**src/inc/venc_map.svh**
```systemverilog
// register map, field positions, reset values and timing counts of the encoder
`ifndef VENC_MAP_SVH
`define VENC_MAP_SVH
`define VENC_ADDR_MODE0   8'h00
`define VENC_ADDR_MODE2   8'h01
`define VENC_ADDR_STAT    8'h02
`define VENC_ADDR_LUMA    8'h03
`define VENC_ADDR_RTC     8'h04
`define VENC_M0_PAL       0
`define VENC_M0_PIX16     1
`define VENC_M0_TMODE     2
`define VENC_M0_MASTER    4
`define VENC_M0_OUTSEL    5
`define VENC_M2_PFS_LO    1
`define VENC_M2_PFS_HI    2
`define VENC_MODE0_RST    8'h00
`define VENC_MODE2_RST    8'h00
`define VENC_I2C_BASE     6'h15
`define VENC_LINE_NTSC    11'h6b4
`define VENC_LINE_PAL     11'h6c0
`define VENC_LINES_NTSC   10'h20d
`define VENC_LINES_PAL    10'h271
`define VENC_HS_WIDTH     11'h07e
`define VENC_VS_LINES     10'h003
`endif

```
**src/inc/venc_pkg.sv**
```systemverilog
// types shared by the encoder pin-interface modules
package venc_pkg;
	typedef logic [7:0] venc_byte_t;
	typedef enum logic [2:0] {
		I2C_IDLE,
		I2C_ADDR,
		I2C_ACK,
		I2C_SUB,
		I2C_WR,
		I2C_RD,
		I2C_RACK
	} venc_i2c_st_e;
endpackage

```
**src/hdl/venc_i2c_slave.sv**
```systemverilog
// two-wire serial slave turning bus bytes into register strobes
`timescale 1ns/1ps
`include "venc_map.svh"
module venc_i2c_slave (
	input  wire logic                mclk_i,
	input  wire logic                rst_b_i,
	input  wire logic                addr_lsb_i,
	input  wire logic                scl_i,
	input  wire logic                sda_i,
	output logic                     sda_oe_b_o,
	output venc_pkg::venc_byte_t     reg_addr_o,
	output venc_pkg::venc_byte_t     reg_wdata_o,
	output logic                     reg_we_o,
	output logic                     reg_re_o,
	input  wire venc_pkg::venc_byte_t reg_rdata_i
);
	venc_pkg::venc_i2c_st_e st_r;
	logic       scl_q;
	logic       sda_q;
	logic [7:0] shift_r;
	logic [3:0] cnt_r;
	logic       rnw_r;
	logic       have_ptr_r;
	logic       drive_r;
	logic       load_r;
	logic       scl_rise;
	logic       scl_fall;
	logic       start_c;
	logic       stop_c;

	assign scl_rise = scl_i & ~scl_q;
	assign scl_fall = ~scl_i & scl_q;
	assign start_c  = scl_i & scl_q & sda_q & ~sda_i;
	assign stop_c   = scl_i & scl_q & ~sda_q & sda_i;
	assign sda_oe_b_o = ~drive_r;

	always_ff @(posedge mclk_i or negedge rst_b_i) begin
		if (!rst_b_i) begin
			scl_q <= 1'b1;
			sda_q <= 1'b1;
		end else begin
			scl_q <= scl_i;
			sda_q <= sda_i;
		end
	end

	always_ff @(posedge mclk_i or negedge rst_b_i) begin
		if (!rst_b_i) begin
			st_r        <= venc_pkg::I2C_IDLE;
			shift_r     <= 8'h00;
			cnt_r       <= 4'h0;
			rnw_r       <= 1'b0;
			have_ptr_r  <= 1'b0;
			drive_r     <= 1'b0;
			load_r      <= 1'b0;
			reg_addr_o  <= 8'h00;
			reg_wdata_o <= 8'h00;
			reg_we_o    <= 1'b0;
			reg_re_o    <= 1'b0;
		end else begin
			reg_we_o <= 1'b0;
			reg_re_o <= 1'b0;
			load_r   <= reg_re_o;
			if (load_r) begin
				shift_r    <= reg_rdata_i;
				drive_r    <= ~reg_rdata_i[7];
				reg_addr_o <= reg_addr_o + 8'h01;
			end
			if (start_c) begin
				st_r       <= venc_pkg::I2C_ADDR;
				cnt_r      <= 4'h0;
				have_ptr_r <= 1'b0;
				drive_r    <= 1'b0;
			end else if (stop_c) begin
				st_r    <= venc_pkg::I2C_IDLE;
				drive_r <= 1'b0;
			end else begin
				case (st_r)
				venc_pkg::I2C_ADDR, venc_pkg::I2C_SUB, venc_pkg::I2C_WR: begin
					if (scl_rise) begin
						shift_r <= {shift_r[6:0], sda_i};
						cnt_r   <= cnt_r + 4'h1;
					end else if (scl_fall && cnt_r == 4'h8) begin
						cnt_r   <= 4'h0;
						drive_r <= 1'b1;
						st_r    <= venc_pkg::I2C_ACK;
						if (st_r == venc_pkg::I2C_ADDR) begin
							// pin sets address lsb
							if (shift_r[7:1] != {`VENC_I2C_BASE, addr_lsb_i}) begin
								drive_r <= 1'b0;
								st_r    <= venc_pkg::I2C_IDLE;
							end
							rnw_r <= shift_r[0];
						end else if (st_r == venc_pkg::I2C_SUB) begin
							reg_addr_o <= shift_r;
							have_ptr_r <= 1'b1;
						end else begin
							reg_wdata_o <= shift_r;
							reg_we_o    <= 1'b1;
						end
					end
				end
				venc_pkg::I2C_ACK: begin
					if (scl_fall) begin
						drive_r <= 1'b0;
						if (rnw_r) begin
							reg_re_o <= 1'b1;
							st_r     <= venc_pkg::I2C_RD;
						end else if (have_ptr_r) begin
							st_r <= venc_pkg::I2C_WR;
						end else begin
							st_r <= venc_pkg::I2C_SUB;
						end
					end
				end
				// data line returns bytes
				venc_pkg::I2C_RD: begin
					if (scl_fall) begin
						shift_r <= {shift_r[6:0], 1'b0};
						cnt_r   <= cnt_r + 4'h1;
						drive_r <= ~shift_r[6];
						if (cnt_r == 4'h7) begin
							cnt_r   <= 4'h0;
							drive_r <= 1'b0;
							st_r    <= venc_pkg::I2C_RACK;
						end
					end
				end
				venc_pkg::I2C_RACK: begin
					if (scl_rise)
						st_r <= sda_i ? venc_pkg::I2C_IDLE : venc_pkg::I2C_ACK;
				end
				default: st_r <= venc_pkg::I2C_IDLE;
				endcase
			end
		end
	end
endmodule // venc_i2c_slave

```
**src/hdl/venc_timing_gen.sv**
```systemverilog
// line and field counter that makes or follows the sync pins
`timescale 1ns/1ps
`include "venc_map.svh"
module venc_timing_gen (
	input  wire logic       mclk_i,
	input  wire logic       rst_b_i,
	input  wire logic       pal_i,
	input  wire logic       master_i,
	input  wire logic [1:0] tmode_i,
	input  wire logic       ext_hs_fall_i,
	input  wire logic       ext_fs_fall_i,
	input  wire logic       ext_field_i,
	output logic            line_start_o,
	output logic            hsync_b_o,
	output logic            vsync_b_o,
	output logic            field_o
);
	logic [10:0] pix_r;
	logic [9:0]  line_r;
	logic [10:0] pix_last;
	logic [9:0]  line_last;
	logic        wrap;

	assign pix_last  = pal_i ? `VENC_LINE_PAL - 11'h001 : `VENC_LINE_NTSC - 11'h001;
	assign line_last = pal_i ? `VENC_LINES_PAL - 10'h001 : `VENC_LINES_NTSC - 10'h001;
	// slave timing restarts on the source's line sync
	assign wrap = (!master_i && ext_hs_fall_i) || (pix_r == pix_last);

	always_ff @(posedge mclk_i or negedge rst_b_i) begin
		if (!rst_b_i) begin
			pix_r        <= 11'h000;
			line_r       <= 10'h000;
			line_start_o <= 1'b0;
		end else begin
			line_start_o <= wrap;
			pix_r        <= wrap ? 11'h000 : pix_r + 11'h001;
			if (!master_i && tmode_i == 2'h2 && ext_fs_fall_i)
				line_r <= 10'h000;
			else if (wrap)
				line_r <= (line_r == line_last) ? 10'h000 : line_r + 10'h001;
		end
	end

	always_ff @(posedge mclk_i or negedge rst_b_i) begin
		if (!rst_b_i) begin
			hsync_b_o <= 1'b1;
			vsync_b_o <= 1'b1;
			field_o   <= 1'b0;
		end else begin
			hsync_b_o <= ~(pix_r < `VENC_HS_WIDTH);
			vsync_b_o <= ~(line_r < `VENC_VS_LINES);
			if (!master_i && tmode_i == 2'h1)
				field_o <= ext_field_i;
			else if (wrap && line_r == line_last)
				field_o <= ~field_o;
		end
	end
endmodule // venc_timing_gen

```
**src/hdl/venc_pixel_if.sv**
```systemverilog
// encoder pin interface: pixel capture, sync pins, subcarrier pin, mode registers
//
// Notes on behaviour
// pixel bus 8-bit muxed or 16-bit
// source supplies stable reference clock
// line sync driven in master, input in slave; the code drives it only in master timing modes 1 and 2
// frame pin field or vsync, direction by timing
// gate low means pixel bus ignored
// two selector bits choose multipurpose pin function
// falling edge resets subcarrier to field zero
// pin alternatively takes real-time phase data
// address pin sets serial address lsb
// two-wire slave with bidirectional data line
// reset restores timing generator and default modes
// source sends 4:2:2 at pixel data rate
// upper eight lines ignored in 8-bit mode
`timescale 1ns/1ps
`include "venc_map.svh"
module venc_pixel_if (
	input  wire logic        mclk_i,
	input  wire logic        rst_b_i,
	input  wire logic [7:0]  reg_addr_i,
	input  wire logic [7:0]  reg_wdata_i,
	input  wire logic        reg_wr_i,
	input  wire logic        reg_rd_i,
	output logic [7:0]       reg_rdata_o,
	input  wire logic [15:0] pixel_bus_i,
	input  wire logic        blank_b_i,
	input  wire logic        hsync_b_i,
	output logic             hsync_b_o,
	output logic             hsync_oe_b_o,
	input  wire logic        frame_sync_i,
	output logic             frame_sync_o,
	output logic             frame_sync_oe_b_o,
	input  wire logic        subcarrier_multipurpose_input_i,
	input  wire logic        address_select_pin_i,
	input  wire logic        serial_bus_clock_pin_i,
	input  wire logic        serial_bus_data_pin_i,
	output logic             serial_bus_data_pin_o,
	output logic             serial_bus_data_pin_oe_b_o,
	output logic [7:0]       luma_o,
	output logic [7:0]       chroma_cb_o,
	output logic [7:0]       chroma_cr_o,
	output logic             pixel_valid_o,
	output logic             pal_mode_o,
	output logic [1:0]       output_select_o,
	output logic [2:0]       sc_field_o,
	output logic [7:0]       rtc_phase_o
);
	logic [7:0]  mode0_r;
	logic [7:0]  mode2_r;
	logic [7:0]  i2c_addr;
	logic [7:0]  i2c_wdata;
	logic        i2c_we;
	logic        i2c_re;
	logic [7:0]  acc_addr;
	logic [7:0]  acc_wdata;
	logic        acc_we;
	logic [7:0]  rdata_nxt;
	logic [7:0]  rdata_r;
	logic        pal;
	logic        pix16;
	logic [1:0]  tmode;
	logic        master;
	logic        drive_sync;
	logic        pfs_hi;
	logic        pfs_lo;
	logic        scr_sel;
	logic        rtc_sel;
	logic        hs_q;
	logic        fs_q;
	logic        mp_q;
	logic        hs_fall;
	logic        fs_fall;
	logic        mp_fall;
	logic        line_start;
	logic        gen_hs_b;
	logic        gen_vs_b;
	logic        gen_field;
	logic        field_q;
	logic [1:0]  phase_r;
	logic [2:0]  sc_field_r;
	logic [7:0]  rtc_shift_r;
	logic [2:0]  rtc_cnt_r;
	logic [7:0]  rtc_phase_r;
	logic        sc_reset_seen_r;

	venc_i2c_slave u_i2c (
		.mclk_i      (mclk_i),
		.rst_b_i     (rst_b_i),
		.addr_lsb_i  (address_select_pin_i),
		.scl_i       (serial_bus_clock_pin_i),
		.sda_i       (serial_bus_data_pin_i),
		.sda_oe_b_o  (serial_bus_data_pin_oe_b_o),
		.reg_addr_o  (i2c_addr),
		.reg_wdata_o (i2c_wdata),
		.reg_we_o    (i2c_we),
		.reg_re_o    (i2c_re),
		.reg_rdata_i (rdata_r)
	);

	// the data line is open drain: it only ever pulls low
	assign serial_bus_data_pin_o = 1'b0;

	// serial bus and plain port share the mode registers, serial bus first
	assign acc_we    = i2c_we | reg_wr_i;
	assign acc_addr  = i2c_we ? i2c_addr : (i2c_re ? i2c_addr : reg_addr_i);
	assign acc_wdata = i2c_we ? i2c_wdata : reg_wdata_i;

	// default mode values
	always_ff @(posedge mclk_i or negedge rst_b_i) begin
		if (!rst_b_i) begin
			mode0_r <= `VENC_MODE0_RST;
		end else if (acc_we && acc_addr == `VENC_ADDR_MODE0) begin
			mode0_r <= acc_wdata;
		end
	end

	always_ff @(posedge mclk_i or negedge rst_b_i) begin
		if (!rst_b_i) begin
			mode2_r <= `VENC_MODE2_RST;
		end else if (acc_we && acc_addr == `VENC_ADDR_MODE2) begin
			mode2_r <= acc_wdata;
		end
	end

	assign pal    = mode0_r[`VENC_M0_PAL];
	assign pix16  = mode0_r[`VENC_M0_PIX16];
	assign tmode  = mode0_r[`VENC_M0_TMODE +: 2];
	assign master = mode0_r[`VENC_M0_MASTER];
	assign pfs_hi = mode2_r[`VENC_M2_PFS_HI];
	assign pfs_lo = mode2_r[`VENC_M2_PFS_LO];

	// selector bits pick pin role
	assign scr_sel = ~pfs_hi & pfs_lo;
	assign rtc_sel = pfs_hi & ~pfs_lo;

	always_comb begin
		rdata_nxt = 8'h00;
		case (acc_addr)
		`VENC_ADDR_MODE0: rdata_nxt = mode0_r;
		`VENC_ADDR_MODE2: rdata_nxt = mode2_r;
		`VENC_ADDR_STAT:  rdata_nxt = {sc_reset_seen_r, field_q, phase_r, 1'b0, sc_field_r};
		`VENC_ADDR_LUMA:  rdata_nxt = luma_o;
		`VENC_ADDR_RTC:   rdata_nxt = rtc_phase_r;
		default:          rdata_nxt = 8'h00;
		endcase
	end

	always_ff @(posedge mclk_i or negedge rst_b_i) begin
		if (!rst_b_i) begin
			rdata_r <= 8'h00;
		end else if (reg_rd_i || i2c_re) begin
			rdata_r <= rdata_nxt;
		end
	end

	assign reg_rdata_o = rdata_r;

	always_ff @(posedge mclk_i or negedge rst_b_i) begin
		if (!rst_b_i) begin
			hs_q <= 1'b1;
			fs_q <= 1'b1;
			mp_q <= 1'b1;
		end else begin
			hs_q <= hsync_b_i;
			fs_q <= frame_sync_i;
			mp_q <= subcarrier_multipurpose_input_i;
		end
	end

	assign hs_fall = hs_q & ~hsync_b_i;
	assign fs_fall = fs_q & ~frame_sync_i;
	assign mp_fall = mp_q & ~subcarrier_multipurpose_input_i;

	// timing generator held in reset
	venc_timing_gen u_timing (
		.mclk_i        (mclk_i),
		.rst_b_i       (rst_b_i),
		.pal_i         (pal),
		.master_i      (master),
		.tmode_i       (tmode),
		.ext_hs_fall_i (hs_fall),
		.ext_fs_fall_i (fs_fall),
		.ext_field_i   (frame_sync_i),
		.line_start_o  (line_start),
		.hsync_b_o     (gen_hs_b),
		.vsync_b_o     (gen_vs_b),
		.field_o       (gen_field)
	);

	// pins driven only in master timing
	assign drive_sync = master && (tmode == 2'h1 || tmode == 2'h2);

	always_ff @(posedge mclk_i or negedge rst_b_i) begin
		if (!rst_b_i) begin
			hsync_b_o         <= 1'b1;
			hsync_oe_b_o      <= 1'b1;
			frame_sync_o      <= 1'b0;
			frame_sync_oe_b_o <= 1'b1;
		end else begin
			hsync_b_o         <= gen_hs_b;
			hsync_oe_b_o      <= ~drive_sync;
			// field in mode 1, vsync in mode 2
			frame_sync_o      <= (tmode == 2'h1) ? gen_field : gen_vs_b;
			frame_sync_oe_b_o <= ~drive_sync;
		end
	end

	// gate low holds the capture
	// 8-bit stream is Cb, Y, Cr, Y
	always_ff @(posedge mclk_i or negedge rst_b_i) begin
		if (!rst_b_i) begin
			phase_r       <= 2'h0;
			luma_o        <= 8'h00;
			chroma_cb_o   <= 8'h00;
			chroma_cr_o   <= 8'h00;
			pixel_valid_o <= 1'b0;
		end else if (!blank_b_i || line_start) begin
			phase_r       <= 2'h0;
			pixel_valid_o <= 1'b0;
		end else if (pix16) begin
			// 16-bit: luma low, chroma high
			phase_r       <= {1'b0, ~phase_r[0]};
			luma_o        <= pixel_bus_i[7:0];
			if (phase_r[0])
				chroma_cr_o <= pixel_bus_i[15:8];
			else
				chroma_cb_o <= pixel_bus_i[15:8];
			pixel_valid_o <= 1'b1;
		end else begin
			// only low eight lines used
			phase_r       <= phase_r + 2'h1;
			pixel_valid_o <= phase_r[0];
			case (phase_r)
			2'h0:    chroma_cb_o <= pixel_bus_i[7:0];
			2'h2:    chroma_cr_o <= pixel_bus_i[7:0];
			default: luma_o      <= pixel_bus_i[7:0];
			endcase
		end
	end

	// falling edge returns to field 0
	always_ff @(posedge mclk_i or negedge rst_b_i) begin
		if (!rst_b_i) begin
			field_q         <= 1'b0;
			sc_field_r      <= 3'h0;
			sc_reset_seen_r <= 1'b0;
		end else begin
			field_q <= gen_field;
			if (scr_sel && mp_fall) begin
				sc_field_r      <= 3'h0;
				sc_reset_seen_r <= 1'b1;
			end else if (field_q != gen_field) begin
				if (pal)
					sc_field_r <= sc_field_r + 3'h1;
				else
					sc_field_r <= {1'b0, sc_field_r[1:0] + 2'h1};
			end
			if (reg_rd_i && reg_addr_i == `VENC_ADDR_STAT && !(scr_sel && mp_fall))
				sc_reset_seen_r <= 1'b0;
		end
	end

	// serial phase word on pin
	always_ff @(posedge mclk_i or negedge rst_b_i) begin
		if (!rst_b_i) begin
			rtc_shift_r <= 8'h00;
			rtc_cnt_r   <= 3'h0;
			rtc_phase_r <= 8'h00;
		end else if (!rtc_sel || line_start) begin
			rtc_cnt_r <= 3'h0;
		end else begin
			rtc_shift_r <= {rtc_shift_r[6:0], subcarrier_multipurpose_input_i};
			rtc_cnt_r   <= rtc_cnt_r + 3'h1;
			if (rtc_cnt_r == 3'h7)
				rtc_phase_r <= {rtc_shift_r[6:0], subcarrier_multipurpose_input_i};
		end
	end

	always_ff @(posedge mclk_i or negedge rst_b_i) begin
		if (!rst_b_i) begin
			pal_mode_o      <= 1'b0;
			output_select_o <= 2'h0;
			sc_field_o      <= 3'h0;
			rtc_phase_o     <= 8'h00;
		end else begin
			pal_mode_o      <= pal;
			output_select_o <= mode0_r[`VENC_M0_OUTSEL +: 2];
			sc_field_o      <= sc_field_r;
			rtc_phase_o     <= rtc_phase_r;
		end
	end
endmodule // venc_pixel_if

```
**config.mk**
```make
export PLATFORM = sky130hd
export DESIGN_NAME = venc_pixel_if
export DESIGN_NICKNAME = d
export VERILOG_FILES = /design/src/inc/venc_pkg.sv /design/src/hdl/venc_i2c_slave.sv /design/src/hdl/venc_timing_gen.sv /design/src/hdl/venc_pixel_if.sv
export VERILOG_INCLUDE_DIRS = /design/src /design/src/inc
export SDC_FILE = /design/constraint.sdc
export NUM_CORES = 1
export LEC_CHECK = 0
export BUFFER_PORTS_ARGS = -buffer_cell sky130_fd_sc_hd__buf_4
export CORE_MARGIN = 8
export CORE_UTILIZATION = 52
export DETAILED_ROUTE_END_ITERATION = 7
export PLACE_DENSITY = 0.76
export SETUP_SLACK_MARGIN = 0.15
export SLEW_MARGIN = 20
export SYNTH_ARGS = -nofsm -noshare
export SYNTH_HDL_FRONTEND = slang
export SYNTH_SLANG_ARGS = --single-unit
```
**constraint.sdc**
```tcl
create_clock -name mclk_i -period 2.1 [get_ports mclk_i]
set_input_delay 0.105 -clock mclk_i [delete_from_list [all_inputs] [get_ports mclk_i]]
set_output_delay 0.105 -clock mclk_i [all_outputs]
set_load 0.02 [all_outputs]
```
== After elaboration in Yosys (flattened, before gate mapping) ==
Index checks and enable logic that the tools add are counted.

* Flip-flop bits (word level): 158
* Input port bits: 43
* Output and inout bits: 53
* Logic and storage cells: 265

* Add/sub/neg operators: 8
* Order comparisons: 2
* Equal/unequal tests: 35
* Mux-type cells: 96
* Bitwise logic cells: 37
* Reductions and logical operators: 44

{| class="wikitable"
|+ Operators with widths
! operator !! number
|-
| 2-to-1 mux 8 bit || 24
|-
| 2-to-1 mux 3 bit || 15
|-
| one-hot mux 8 bit (5 select lines) || 1
|-
| 2-to-1 mux 1 bit || 36
|-
| 2-to-1 mux 10 bit || 3
|-
| 2-to-1 mux 4 bit || 7
|-
| == test 8 x 2 -> 1 bit, second input constant || 3
|-
| inequality test 4 x 1 -> 1 bit, second input constant || 6
|-
| inverter 1 bit || 24
|-
| AND reduction 6 bit || 3
|-
| nonzero test 2 bit || 9
|-
| one-hot mux 8 bit (2 select lines) || 1
|-
| bitwise AND 1 bit || 12
|-
| == test 3 bit, second input constant || 4
|-
| logical AND 1 bit || 12
|-
| one-hot mux 3 bit (4 select lines) || 1
|-
| adder 11 x 1 -> 11 bit, second input constant || 1
|-
| == test 11 bit || 1
|-
| < comparator 11 x 7 -> 1 bit, second input constant || 1
|-
| 2-to-1 mux 11 bit || 1
|-
| adder 10 x 1 -> 10 bit, second input constant || 1
|-
| == test 10 bit || 1
|-
| < comparator 10 x 2 -> 1 bit, second input constant || 1
|-
| adder 8 x 1 -> 8 bit, second input constant || 1
|-
| 33 further kinds || 53
|}

== Longest topological paths before layout ==
Gate-level depths: netlist of the first run.

* Word-level depth: 9
* Gate-level depth with buffers: 8
* Mapped depth without buffers: 7

== Modules after synthesis ==
Synthesis of the first run repeated with hierarchy kept, for this count alone.

* Cell total of the unflattened synthesis: 687
* Area total of the unflattened synthesis: 7472.2 um2

{| class="wikitable"
|+ Modules (own cells, without submodules)
! module !! times used !! cells each !! area an instance (um2)
|-
| venc_pixel_if || 1 || 319 || 3970.1
|-
| venc_i2c_slave || 1 || 224 || 2159.6
|-
| venc_timing_gen || 1 || 144 || 1342.5
|}

== Least setup slack after synthesis of the first run ==
No wires, ideal clock.

* Path type: register to register
* From: reg u_i2c.reg_re_o
* To: reg mode2_r[0]
* Library setup time: 0.125 ns
* Data arrival time: 1.856 ns
* Data required time: 1.975 ns
* Path slack: 0.120 ns
* Stages on the path, launching flop included: 6
* Path buffers: 0
* Path through: dfrtp_1 -> or2_2 -> or4b_4 -> nand2_1 -> o211ai_4 -> mux2_2

* Longest elaborated chain between the ends: 4

{| class="wikitable"
|+ RTL lines
! what !! line !! RTL
|-
| start: declaration || venc_i2c_slave.sv:14 || <nowiki>output logic reg_re_o,</nowiki>
|-
| start signal: assignment || venc_i2c_slave.sv:59 || <nowiki>reg_re_o <= 1'b0;</nowiki>
|-
| start signal: assignment || venc_i2c_slave.sv:62 || <nowiki>reg_re_o <= 1'b0;</nowiki>
|-
| start signal: assignment || venc_i2c_slave.sv:107 || <nowiki>reg_re_o <= 1'b1;</nowiki>
|-
| 2-to-1 mux 8 bit (2 in series) || venc_pixel_if.sv:107 || <nowiki>assign acc_addr = i2c_we ? i2c_addr : (i2c_re ? i2c_addr : reg_addr_i);</nowiki>
|-
| == test 8 x 1 -> 1 bit || -- ||
|-
| logical AND 1 bit (no source line) || -- ||
|-
| end signal: assignment || venc_pixel_if.sv:121 || <nowiki>mode2_r <= `VENC_MODE2_RST;</nowiki>
|-
| end signal: assignment || venc_pixel_if.sv:123 || <nowiki>mode2_r <= acc_wdata;</nowiki>
|-
| end: declaration || venc_pixel_if.sv:51 || <nowiki>logic [7:0] mode2_r;</nowiki>
|}

No other way between the ends.
A chain may end at the register's enable or synchronous reset.

== Worst setup path in the final report of the first run ==
* From: reg u_i2c.reg_addr_o[7]
* To: reg mode2_r[7]

* Longest elaborated chain between the ends: 4

{| class="wikitable"
|+ RTL lines
! what !! line !! RTL
|-
| start: declaration || venc_i2c_slave.sv:11 || <nowiki>output venc_pkg::venc_byte_t reg_addr_o,</nowiki>
|-
| start signal: assignment || venc_i2c_slave.sv:67 || <nowiki>reg_addr_o <= reg_addr_o + 8'h01;</nowiki>
|-
| start signal: assignment || venc_i2c_slave.sv:95 || <nowiki>reg_addr_o <= shift_r;</nowiki>
|-
| 2-to-1 mux 8 bit || venc_pixel_if.sv:107 ||
|-
| 2-to-1 mux 8 bit * || venc_pixel_if.sv:107 ||
|-
| == test 8 x 1 -> 1 bit * || -- ||
|-
| logical AND 1 bit (no source line) * || -- ||
|}

Mark *: on every way between the ends. The rest lies on a longest branch, timed or not.

==> impl_results.md, run 1 <==
- I/O pins: 96
- Vias per cell: 5.88
- Seq/Total Area, Yosys: 0.536
- Final Max Tran Viols: 0
- Status: finished, final reports clean
- Simple-Gate Fraction of Synth Area: 0.149
- Grt total ovfl: 0
- Cell area after layout: 9620 sq um
- Min Tclk post-route: 2.00 ns
- Synth Register Bits: 158
- First-pass GRT wire length: 31.8 mm
- # rows: 43
- Fin. Hold Viols: 0
- Synth area leaders: dfrtp_1 50%, mux2_2 8.7%, a21oi_1 4.3%, nor2_1 3.8%, dfstp_2 3.2%
- Die Width: 135 microns
- Cell Area, Placed: 8530 sq um
- Synth area leader: dfrtp_1
- Vias post-DR: 5992
- Largest net degree at the start of global routing: 56
- Initial antenna violation count: 0
- CTS max path bufs: 2
- Slowest Stage Delay on Critical Path: 0.56 ns
- Pwr dens: 913 nW/um^2
- Syn. warnings: 0
- Num Clock Sinks: 158
- Root Buffer: clkbuf_16
- Worst-path clk slew: 0.06 ns
- XOR/XNOR Fraction of Synth Area: 0.0249
- ANT cells: 0
- GRT Total Usage: 0.223
- Critical path fanouts, max: 8
- Worst path slowest cell: or4b_4
- Final setup fails: 0
- CTS tree: done
- DR WL/cell: 19.8 microns
- Slew headroom: 0.557
- Most frequent cells in the layout: 143 x dfrtp_1, 143 x buf_4, 72 x nor2_1
- Peak VDD IR: 0.000738 V
- Ys async rst share: 1.00
- Max-cap viol count: 0
- Die height: 135 microns
- Unique masters post-synth: 69
- Core Region: 13900 sq um
- CP Cell Sequence: nor4_2, or4b_4, nand2_4, o211ai_4, mux2_2
- Worst hold slack: 0.0137 ns
- # port buffers: 94
- Dpl hpwl: 13.7 mm
- Total CTS buffers: 17
- Area share of the largest cell type after synthesis: 0.504
- 1st-pass router iterations: 5
- CP Class: reg -> reg
- Multiplexer area fraction after synthesis: 0.114
- Crit share post-route: 0.953
- Worst Max-Slew Pin Slew: 0.655 ns
- Iteration-0 DRC Markers: 467
- Hold WC Path Type: in -> reg
- Unrepaired setup endpoints after global routing: true
- Post-synth EDFFs: 0
- Fmax: 500 MHz
- Mapped Nets: 725
- Worst-Skew Late Latency: 0.43 ns
- Initial Utilization: 0.533
- Post-synthesis compound-gate area fraction: 0.126
- Area delta synth->final: 30.1%
- Syn Inst Count: 669
- Cell Area, Synth: 7390 sq um
- Crit path DAT: 2.31 ns
- Antenna violation net count after detailed routing: 0
- Fin nets: 882
- Design Power: 8.78 mW
- Prevailing post-synth register cell: dfrtp_1
- Vias in the first global route: 6197
- Share of cells above drive strength 1: 0.361
- Req. time, crit path: 2.41 ns
- Synth Area in Adders: 0.0220
- Number of H-tree levels: 4
- Placer Congestion: 0.900
- DRC Markers: 0
- TNS Setup: 0 ns
- Largest family of logic cells by synthesized area: simple AND/OR/NAND/NOR gates
- Synthesized area per cell: 11.1 sq um
- Worst Clk Skew: 0.00831 ns
- Detailed Route WL: 20.2 mm
- Leakage: 4.28 nW
- Die area: 18300 sq um
- CP Capture Type: register
- Crit start category: register
## area by class of cell
cell class	count	area [sq um]
clock buffers	18	429
clock inverters	14	136
fillers	982	4260
inverters	23	91.3
multi-input cells	463	3470
flip-flops and latches	158	3970
well taps	180	225
repair buffers	163	1300
## synthesized netlist by cell type (4+ instances only)
cell / n
o21ai_0: 19
mux2i_1: 20
and2_1: 6
nor3_1: 9
inv_1: 22
xnor2_1: 14
nand2_1: 30
nand4_1: 6
nor2b_1: 7
a21oi_1: 64
nor2_1: 74
mux2_2: 57
or4_1: 4
ha_1: 13
a2bb2oi_1: 6
nor4_1: 6
nor3b_1: 6
dfstp_2: 9
a222oi_1: 8
a31oi_1: 7
nand2b_1: 7
xor2_1: 7
nand4b_1: 7
buf_2: 4
and3_1: 7
clkbuf_1: 18
or3_1: 4
nand3_1: 18
dfrtp_1: 149
## power by group
group	internal (mW)	switching (mW)	total, mW
sequential	3.53	0.488	4.02
combinational	0.869	0.923	1.79
clock	1.65	1.32	2.97
## worst max-delay path, delay by kind of cell, from the launching register on
family,cells,cell delay [ns]
AOI/OAI and AO/OA,1,0.14
DFF,1,0.40
muxes,1,0.34
and+or+nand+nor,3,1.00
## final timing paths
check	startpoint	endpoint	slack, ns	cells after the start
setup / recovery	u_i2c.reg_addr_o[7]$_DFF_PN0_	mode2_r[7]$_DFFE_PN0P_	0.1	5
hold / removal	pixel_bus_i[8]	chroma_cb_o[0]$_DFFE_PN0P_	0.01	3
setup reg to reg	u_i2c.reg_addr_o[7]$_DFF_PN0_	mode2_r[7]$_DFFE_PN0P_	0.1	5
hold reg to reg	u_timing.hsync_b_o$_DFF_PN1_	hsync_b_o$_DFF_PN1_	0.36	0
max in group asynchronous	rst_b_i	hsync_b_o$_DFF_PN1_	1.16	3
min in group asynchronous	rst_b_i	u_i2c.reg_wdata_o[3]$_DFFE_PN0P_	0.21	2
## kinds of logic (layout without fill, tap and decap cells)
kind of cell               after synthesis  in the layout
xor gates and xnor gates                21             21
AOI/OAI and AO/OA                      139            141
other                                    1              1
adders and majority gates               13             13
and+or+nand+nor                        210            210
DFF                                    158            158
buffers and inverters                   50            218
muxes                                   77             77
## state kept, by name, summed over array words and instances (netlist names), 2 cells and up
name and cells:
rtc_cnt_r 3, rtc_phase_o 8, mode2_r 8, u_timing.line_r 10
luma_o 8, sc_field_o 3, output_select_o 2, chroma_cb_o 8
sc_field_r 3, rtc_phase_r 8, u_i2c.reg_wdata_o 8, u_i2c.reg_addr_o 8
u_i2c.st_r 3, reg_rdata_o 8, mode0_r 8, u_i2c.cnt_r 4
u_i2c.shift_r 8, rtc_shift_r 7, phase_r 2, chroma_cr_o 8
u_timing.pix_r 11
## per-stage QoR
stage / std cells / utilization / setup slack, ns
final: 1019 / 0.693 / 0.0985
after global routing: 1019 / 0.693 / 0.0427
after CTS: 1008 / 0.677 / 0.0644
after detailed placement: 954 / 0.614 / 0.0162
after global placement: 954 / 0.614 / 0.0627
after floorplan: 669 / - / 0.143
## timing repair
item,in CTS,in global routing
endpoints found under the hold margin,68,0
gates resized for setup,27,35
hold buffers,14,0
setup buffers,7,10
pin swaps,10,15
cloned,1,1
setup endpoints to repair,47,63
## routing by layer
| layer | global-route usage | vias up | part of all wire |
|---|---|---|---|
| met5 | 0 | - | 0 |
| met4 | 0.110 | 0 | 0.037 |
| met3 | 0.0497 | 60 | 0.051 |
| met2 | 0.385 | 212 | 0.52 |
| met1 | 0.256 | 2987 | 0.39 |
| li1 | - | 2733 | - |
(Power assumes the default switching activity.)
==> run 2: changes to the inputs <==
==> constraint.sdc (replaced) <==
create_clock -name mclk_i -period 1.7 [get_ports mclk_i]
set_input_delay 0.085 -clock mclk_i [delete_from_list [all_inputs] [get_ports mclk_i]]
set_output_delay 0.085 -clock mclk_i [all_outputs]
set_load 0.02 [all_outputs]
==> impl_results.md, run 2 (synthesized netlist as in run 1, its figures left out) <==
- Area delta synth->final: 46.2%
- Antenna violation net count after detailed routing: 0
- Dpl hpwl: 14.3 mm
- Slew headroom: 0.633
- Most common cell after layout, fill and taps aside: buf_4
- Initial Utilization: 0.533
- Logic pwr share: 0.253
- Post-route setup slack: -0.344 ns
- Biggest register: u_timing.pix_r
- Fin. Hold Viols: 0
- Crit path DAT: 2.35 ns
- CTS tree: done
- Crit share post-route: 1.20
- Clk pwr share: 0.311
- # port buffers: 94
- Vias in the first global route: 6750
- Most frequent cells in the layout: 183 x buf_4, 147 x dfrtp_1, 48 x nor2_1, 48 x a21oi_1, 48 x mux2_2
- I/O pins: 96
- Slowest Stage Delay on Critical Path: 0.56 ns
- Core Region: 13900 sq um
- Violated checks: negative setup slack
- Placed insts: 1011
- Final setup fails: 69
- 1st-pass router iterations: 7
- Status: finished with violations
- Post-Layout Cell Count: 1098
- Die area: 18300 sq um
- CP Capture Type: register
- Die Width: 135 microns
- Critical path fanouts, max: 8
- GRT Total Usage: 0.242
- Largest net degree at the start of global routing: 53
- Crit start category: register
- Share of cells above drive strength 1: 0.455
- Iteration-0 DRC Markers: 742
- Int Power: 7.80 mW
- Worst path slowest cell: or4b_4
- Hold WC Path Type: in -> reg
- DRC Markers: 0
- Vias per cell: 6.07
- Largest register FFs: 11
- # rows: 43
- Worst-path clk slew: 0.06 ns
- Req. time, crit path: 2.00 ns
- Biggest regs: u_timing.pix_r x11, u_timing.line_r x10
- CP Class: reg -> reg
- Root Buffer: clkbuf_16
- Worst-Skew Late Latency: 0.43 ns
- TNS Setup: -14.46 ns
- Number of H-tree levels: 4
- Pwr dens: 1040 nW/um^2
- Fmax: 489 MHz
- DR WL/cell: 21.6 microns
- Reg power frac: 0.436
- Initial antenna violation count: 0
- Worst Max-Slew Pin Slew: 0.551 ns
- Vias post-DR: 6665
- First-pass GRT wire length: 34.7 mm
- Number of fill cells: 779
- Leakage: 4.79 nW
- Final Max Tran Viols: 0
- Grt total ovfl: 0
- Unrepaired setup endpoints after global routing: true
- Pre-CTS WS: -0.387 ns
- CP Cell Sequence: nor4_2, or4b_4, nand2_4, o211ai_4, mux2_2
- Total CTS buffers: 17
- Fin nets: 962
- Num Clock Sinks: 158
- ANT cells: 0
- CTS max path bufs: 2
- Worst Clk Skew: 0.0102 ns
- Detailed Route WL: 23.7 mm
- Net Sw Frac: 0.309
- Min Tclk post-route: 2.04 ns
- Peak VDD IR: 0.000779 V
- Placer Congestion: 0.877
- Max-cap viol count: 0
- NetSw: 3.49 mW
- Die height: 135 microns
==> run 2: cell types whose count changed in the layout (fill, tap and decap cells not counted), sizes merged <==
cell,delta
nand2,+1
dlygate4sd3,+7
clkinvlp,-2
inv,-4
clkbuf,+7
buf,+72
clkinv,-1
o31ai,-1
==> run 2: path summary, 6_finish.rpt <==
| path | slack, ns | from | depth (start not counted) | to |
|---|---|---|---|---|
| min reg2reg | 0.36 | u_timing.hsync_b_o$_DFF_PN1_ | 0 | hsync_b_o$_DFF_PN1_ |
| min in group asynchronous | 0.18 | rst_b_i | 2 | u_i2c.reg_wdata_o[5]$_DFFE_PN0P_ |
| min | 0.03 | pixel_bus_i[13] | 3 | chroma_cb_o[5]$_DFFE_PN0P_ |
| max in group asynchronous | 0.80 | rst_b_i | 3 | u_i2c.st_r[2]$_DFFE_PN0P_ |
| max reg2reg | -0.34 | u_i2c.reg_addr_o[5]$_DFF_PN0_ | 5 | mode0_r[7]$_DFFE_PN0P_ |
| max | -0.34 | u_i2c.reg_addr_o[5]$_DFF_PN0_ | 5 | mode0_r[7]$_DFFE_PN0P_ |
==> run 2: routing by layer <==
layer / part of all wire / up-vias / wire length [microns] / track usage
met3: 0.068 / 97 / 1610 / 0.0608
met4: 0.043 / 0 / 1030 / 0.129
met5: 0 / - / 0 / 0
met2: 0.52 / 337 / 12200 / 0.408
met1: 0.37 / 3330 / 8830 / 0.277
li1: - / 2901 / - / -
==> run 2: stage by stage <==
stage	utilization	hold slack [ns]	power, mW	cell area [sq um]
2_1_floorplan	-	-0.211	6.08	7510
3_3_place_gp	0.654	0.0621	7.19	9080
3_5_place_dp	0.654	0.0677	7.30	9080
4_1_cts	0.750	0.000531	11.0	10400
5_1_grt	0.779	0.0421	11.7	10800
6_report	0.779	0.0279	11.3	10800
==> run 2: area by class of cell <==
class | instances | area [sq um] | share of cell area
Sequential cell | 158 | 3970 | 0.367
Multi-Input combinational cell | 463 | 3860 | 0.357
Timing Repair Buffer | 243 | 2120 | 0.196
Clock buffer | 24 | 472 | 0.0436
Tap cell | 180 | 225 | 0.0208
Inverter | 23 | 98.8 | 0.00914
Clock inverter | 7 | 65.1 | 0.00602
==> run 2: what timing repair did <==
action,CTS,global route
buffers inserted,21,9
hold buffers,21,0
endpoints found under the hold margin,75,0
resized for setup,97,76
cloned,3,2
pin swaps,28,26
setup endpoints to repair,88,97
==> run 2: critical path: cells and delay by family, from the launching register on <==
kind | cells | cell delay [ns]
AO/OA/AOI/OAI | 1 | 0.16
flip-flops | 1 | 0.40
multiplexers | 1 | 0.33
AND/OR/NAND/NOR | 3 | 1.03
==> run 2: power groups by stage <==
stage	Sequential, mW	Clock [mW]	Combinational, mW
6_report	4.93	3.51	2.86
2_1_floorplan	5.07	0	1.01
5_1_grt	4.97	3.72	3.05
4_1_cts	4.86	3.54	2.63
3_5_place_dp	4.90	0	2.40
3_3_place_gp	4.87	0	2.32
==> run 3: changes to the inputs <==
--- a/config.mk
+++ b/config.mk
@@ -16,3 +16,4 @@
 export SYNTH_ARGS = -nofsm -noshare
 export SYNTH_HDL_FRONTEND = slang
 export SYNTH_SLANG_ARGS = --single-unit
+export TNS_END_PERCENT = 50
==> impl_results.md, run 3 (synthesized netlist as in run 1, its figures left out) <==
- GRT Total Usage: 0.239
- Fin nets: 953
- Worst path slowest cell: or4b_4
- WP buf/inv: 0
- Min Tclk post-route: 2.03 ns
- Die Width: 135 microns
- Detailed Route WL: 22.7 mm
- Die area: 18300 sq um
- CP Class: reg -> reg
- Status: finished with violations
- Leakage: 4.74 nW
- Levels on crit path: 5
- Fin. Hold Viols: 0
- R2r setup slk: -0.33 ns
- First-pass GRT wire length: 34.4 mm
- Req. time, crit path: 2.01 ns
- Initial antenna violation count: 0
- Net Sw Frac: 0.291
- Grt total ovfl: 0
- NetSw: 3.39 mW
- DRC Markers: 0
- # rows: 43
- Hold Crit Depth: 3
- Worst R2R Path Depth: 5
- Peak VDD IR: 0.000827 V
- 1st-pass router iterations: 5
- Iteration-0 DRC Markers: 520
- Total CTS buffers: 17
- Root Buffer: clkbuf_16
- Placer Congestion: 0.910
- Biggest register: u_timing.pix_r
- CP startpoint: u_i2c.reg_addr_o[5]$_DFF_PN0_
- Share of cells above drive strength 1: 0.444
- ANT cells: 0
- Number of H-tree levels: 4
- Fmax: 494 MHz
- Antenna violation net count after detailed routing: 0
- Worst-path clk slew: 0.06 ns
- Vias in the first global route: 6643
- # port buffers: 94
- Hold WC Path Type: in -> reg
- CP top delay family: simple AND/OR/NAND/NOR gates
- Largest register FFs: 11
- Hold Startpoint: reg_wdata_i[3]
- Reg power frac: 0.419
- Hold worst-path end: mode0_r[3]$_DFFE_PN0P_
- Cell Area, Placed: 9110 sq um
- Die height: 135 microns
- CTS max path bufs: 2
- Pwr dens: 1090 nW/um^2
- Area delta synth->final: 44.6%
- Final Core Density: 0.770
- Biggest regs: u_timing.pix_r x11, u_timing.line_r x10
- Final setup fails: 65
- Initial Utilization: 0.533
- Worst Clk Skew: 0.00732 ns
- CP Capture Type: register
- Final Max Tran Viols: 0
- Dpl hpwl: 14.4 mm
- Logic pwr share: 0.232
- Crit path DAT: 2.34 ns
- Worst hold slack: 0.0356 ns
- CP Cell Sequence: nor4_2, or4b_4, nand2_4, o211ai_4, mux2_2
- Critical R2R Capture: mode2_r[5]$_DFFE_PN0P_
- Clk pwr share: 0.348
- Most frequent cells in the layout: 183 x buf_4, 145 x dfrtp_1, 55 x mux2_2
- Vias per cell: 5.97
- Crit share post-route: 1.19
- Pre-CTS WS: -0.342 ns
- Post-route setup slack: -0.326 ns
- Core Region: 13900 sq um
- Worst-Skew Late Latency: 0.43 ns
- Most common cell after layout, fill and taps aside: buf_4
- Crit start category: register
- Violated checks: negative setup slack
- Unrepaired setup endpoints after global routing: true
- Slowest Stage Delay on Critical Path: 0.56 ns
- DR WL/cell: 20.9 microns
- I/O pins: 96
- Slew headroom: 0.538
- Num Clock Sinks: 158
- Critical path fanouts, max: 8
- Max-cap viol count: 0
- Cell area after layout: 10700 sq um
- RR Startpoint: u_i2c.reg_addr_o[5]$_DFF_PN0_
- Largest net degree at the start of global routing: 53
- CTS tree: done
- Int Power: 8.27 mW
- Vias post-DR: 6488
- Worst Max-Slew Pin Slew: 0.694 ns
==> run 3: routing by layer <==
metal	wire length (microns)	track usage	up-vias
met4	854	0.107	0
li1	-	-	2868
met1	8610	0.282	3276
met3	1260	0.0434	67
met2	12000	0.417	277
met5	0	0	-
==> run 3: final cells by class <==
cell class | count | area (sq um)
well taps | 180 | 225
inverters | 23 | 98.8
clock inverters | 6 | 133
repair buffers | 234 | 1980
flip-flops and latches | 158 | 3970
multi-input cells | 462 | 3780
fillers | 796 | 3190
repair inverters | 1 | 16.3
clock buffers | 23 | 488
==> run 3: through the flow <==
| stage | TNS (ns) | power, mW | cells |
|---|---|---|---|
| final | -12.29 | 11.7 | 1087 |
| after global routing | -16.93 | 12.1 | 1087 |
| after CTS | -8.44 | 11.5 | 1077 |
| after detailed placement | -13.59 | 7.30 | 1018 |
| after global placement | -11.00 | 7.18 | 1018 |
| after floorplan | -5.32 | 6.07 | 669 |
==> run 3: power groups by stage <==
stage	clock network (mW)	logic [mW]	registers, mW
2_1_floorplan	0	1.00	5.07
3_3_place_gp	0	2.32	4.86
6_report	4.06	2.71	4.89
5_1_grt	4.23	2.91	4.95
3_5_place_dp	0	2.41	4.89
4_1_cts	4.07	2.55	4.84
==> run 3: worst max path at each step <==
stage,end,slack [ns]
after floorplan,u_timing.line_r[3]$_DFFE_PN0P_,-0.23
after global placement,reg_rdata_o[6]$_DFFE_PN0P_,-0.29
after detailed placement,reg_rdata_o[4]$_DFFE_PN0P_,-0.34
after CTS,reg_rdata_o[6]$_DFFE_PN0P_,-0.27
after global routing,mode2_r[5]$_DFFE_PN0P_,-0.40
final,mode2_r[5]$_DFFE_PN0P_,-0.33
==> run 3: what timing repair did <==
action	4_1_cts	5_1_grt
hold endpoints to repair	79	0
hold buffers	22	0
cloned	2	4
pin swaps	49	30
endpoints found under the setup margin	92	99
gates resized for setup	73	72
buffers inserted	6	6
==> run 3: worst reg2reg max path: stages (launching register included) <==
cell and delay, ns:
dfrtp_1 0.39, nor4_2 0.34, or4b_4 0.56, nand2_4 0.13
o211ai_4 0.15, mux2_2 0.34
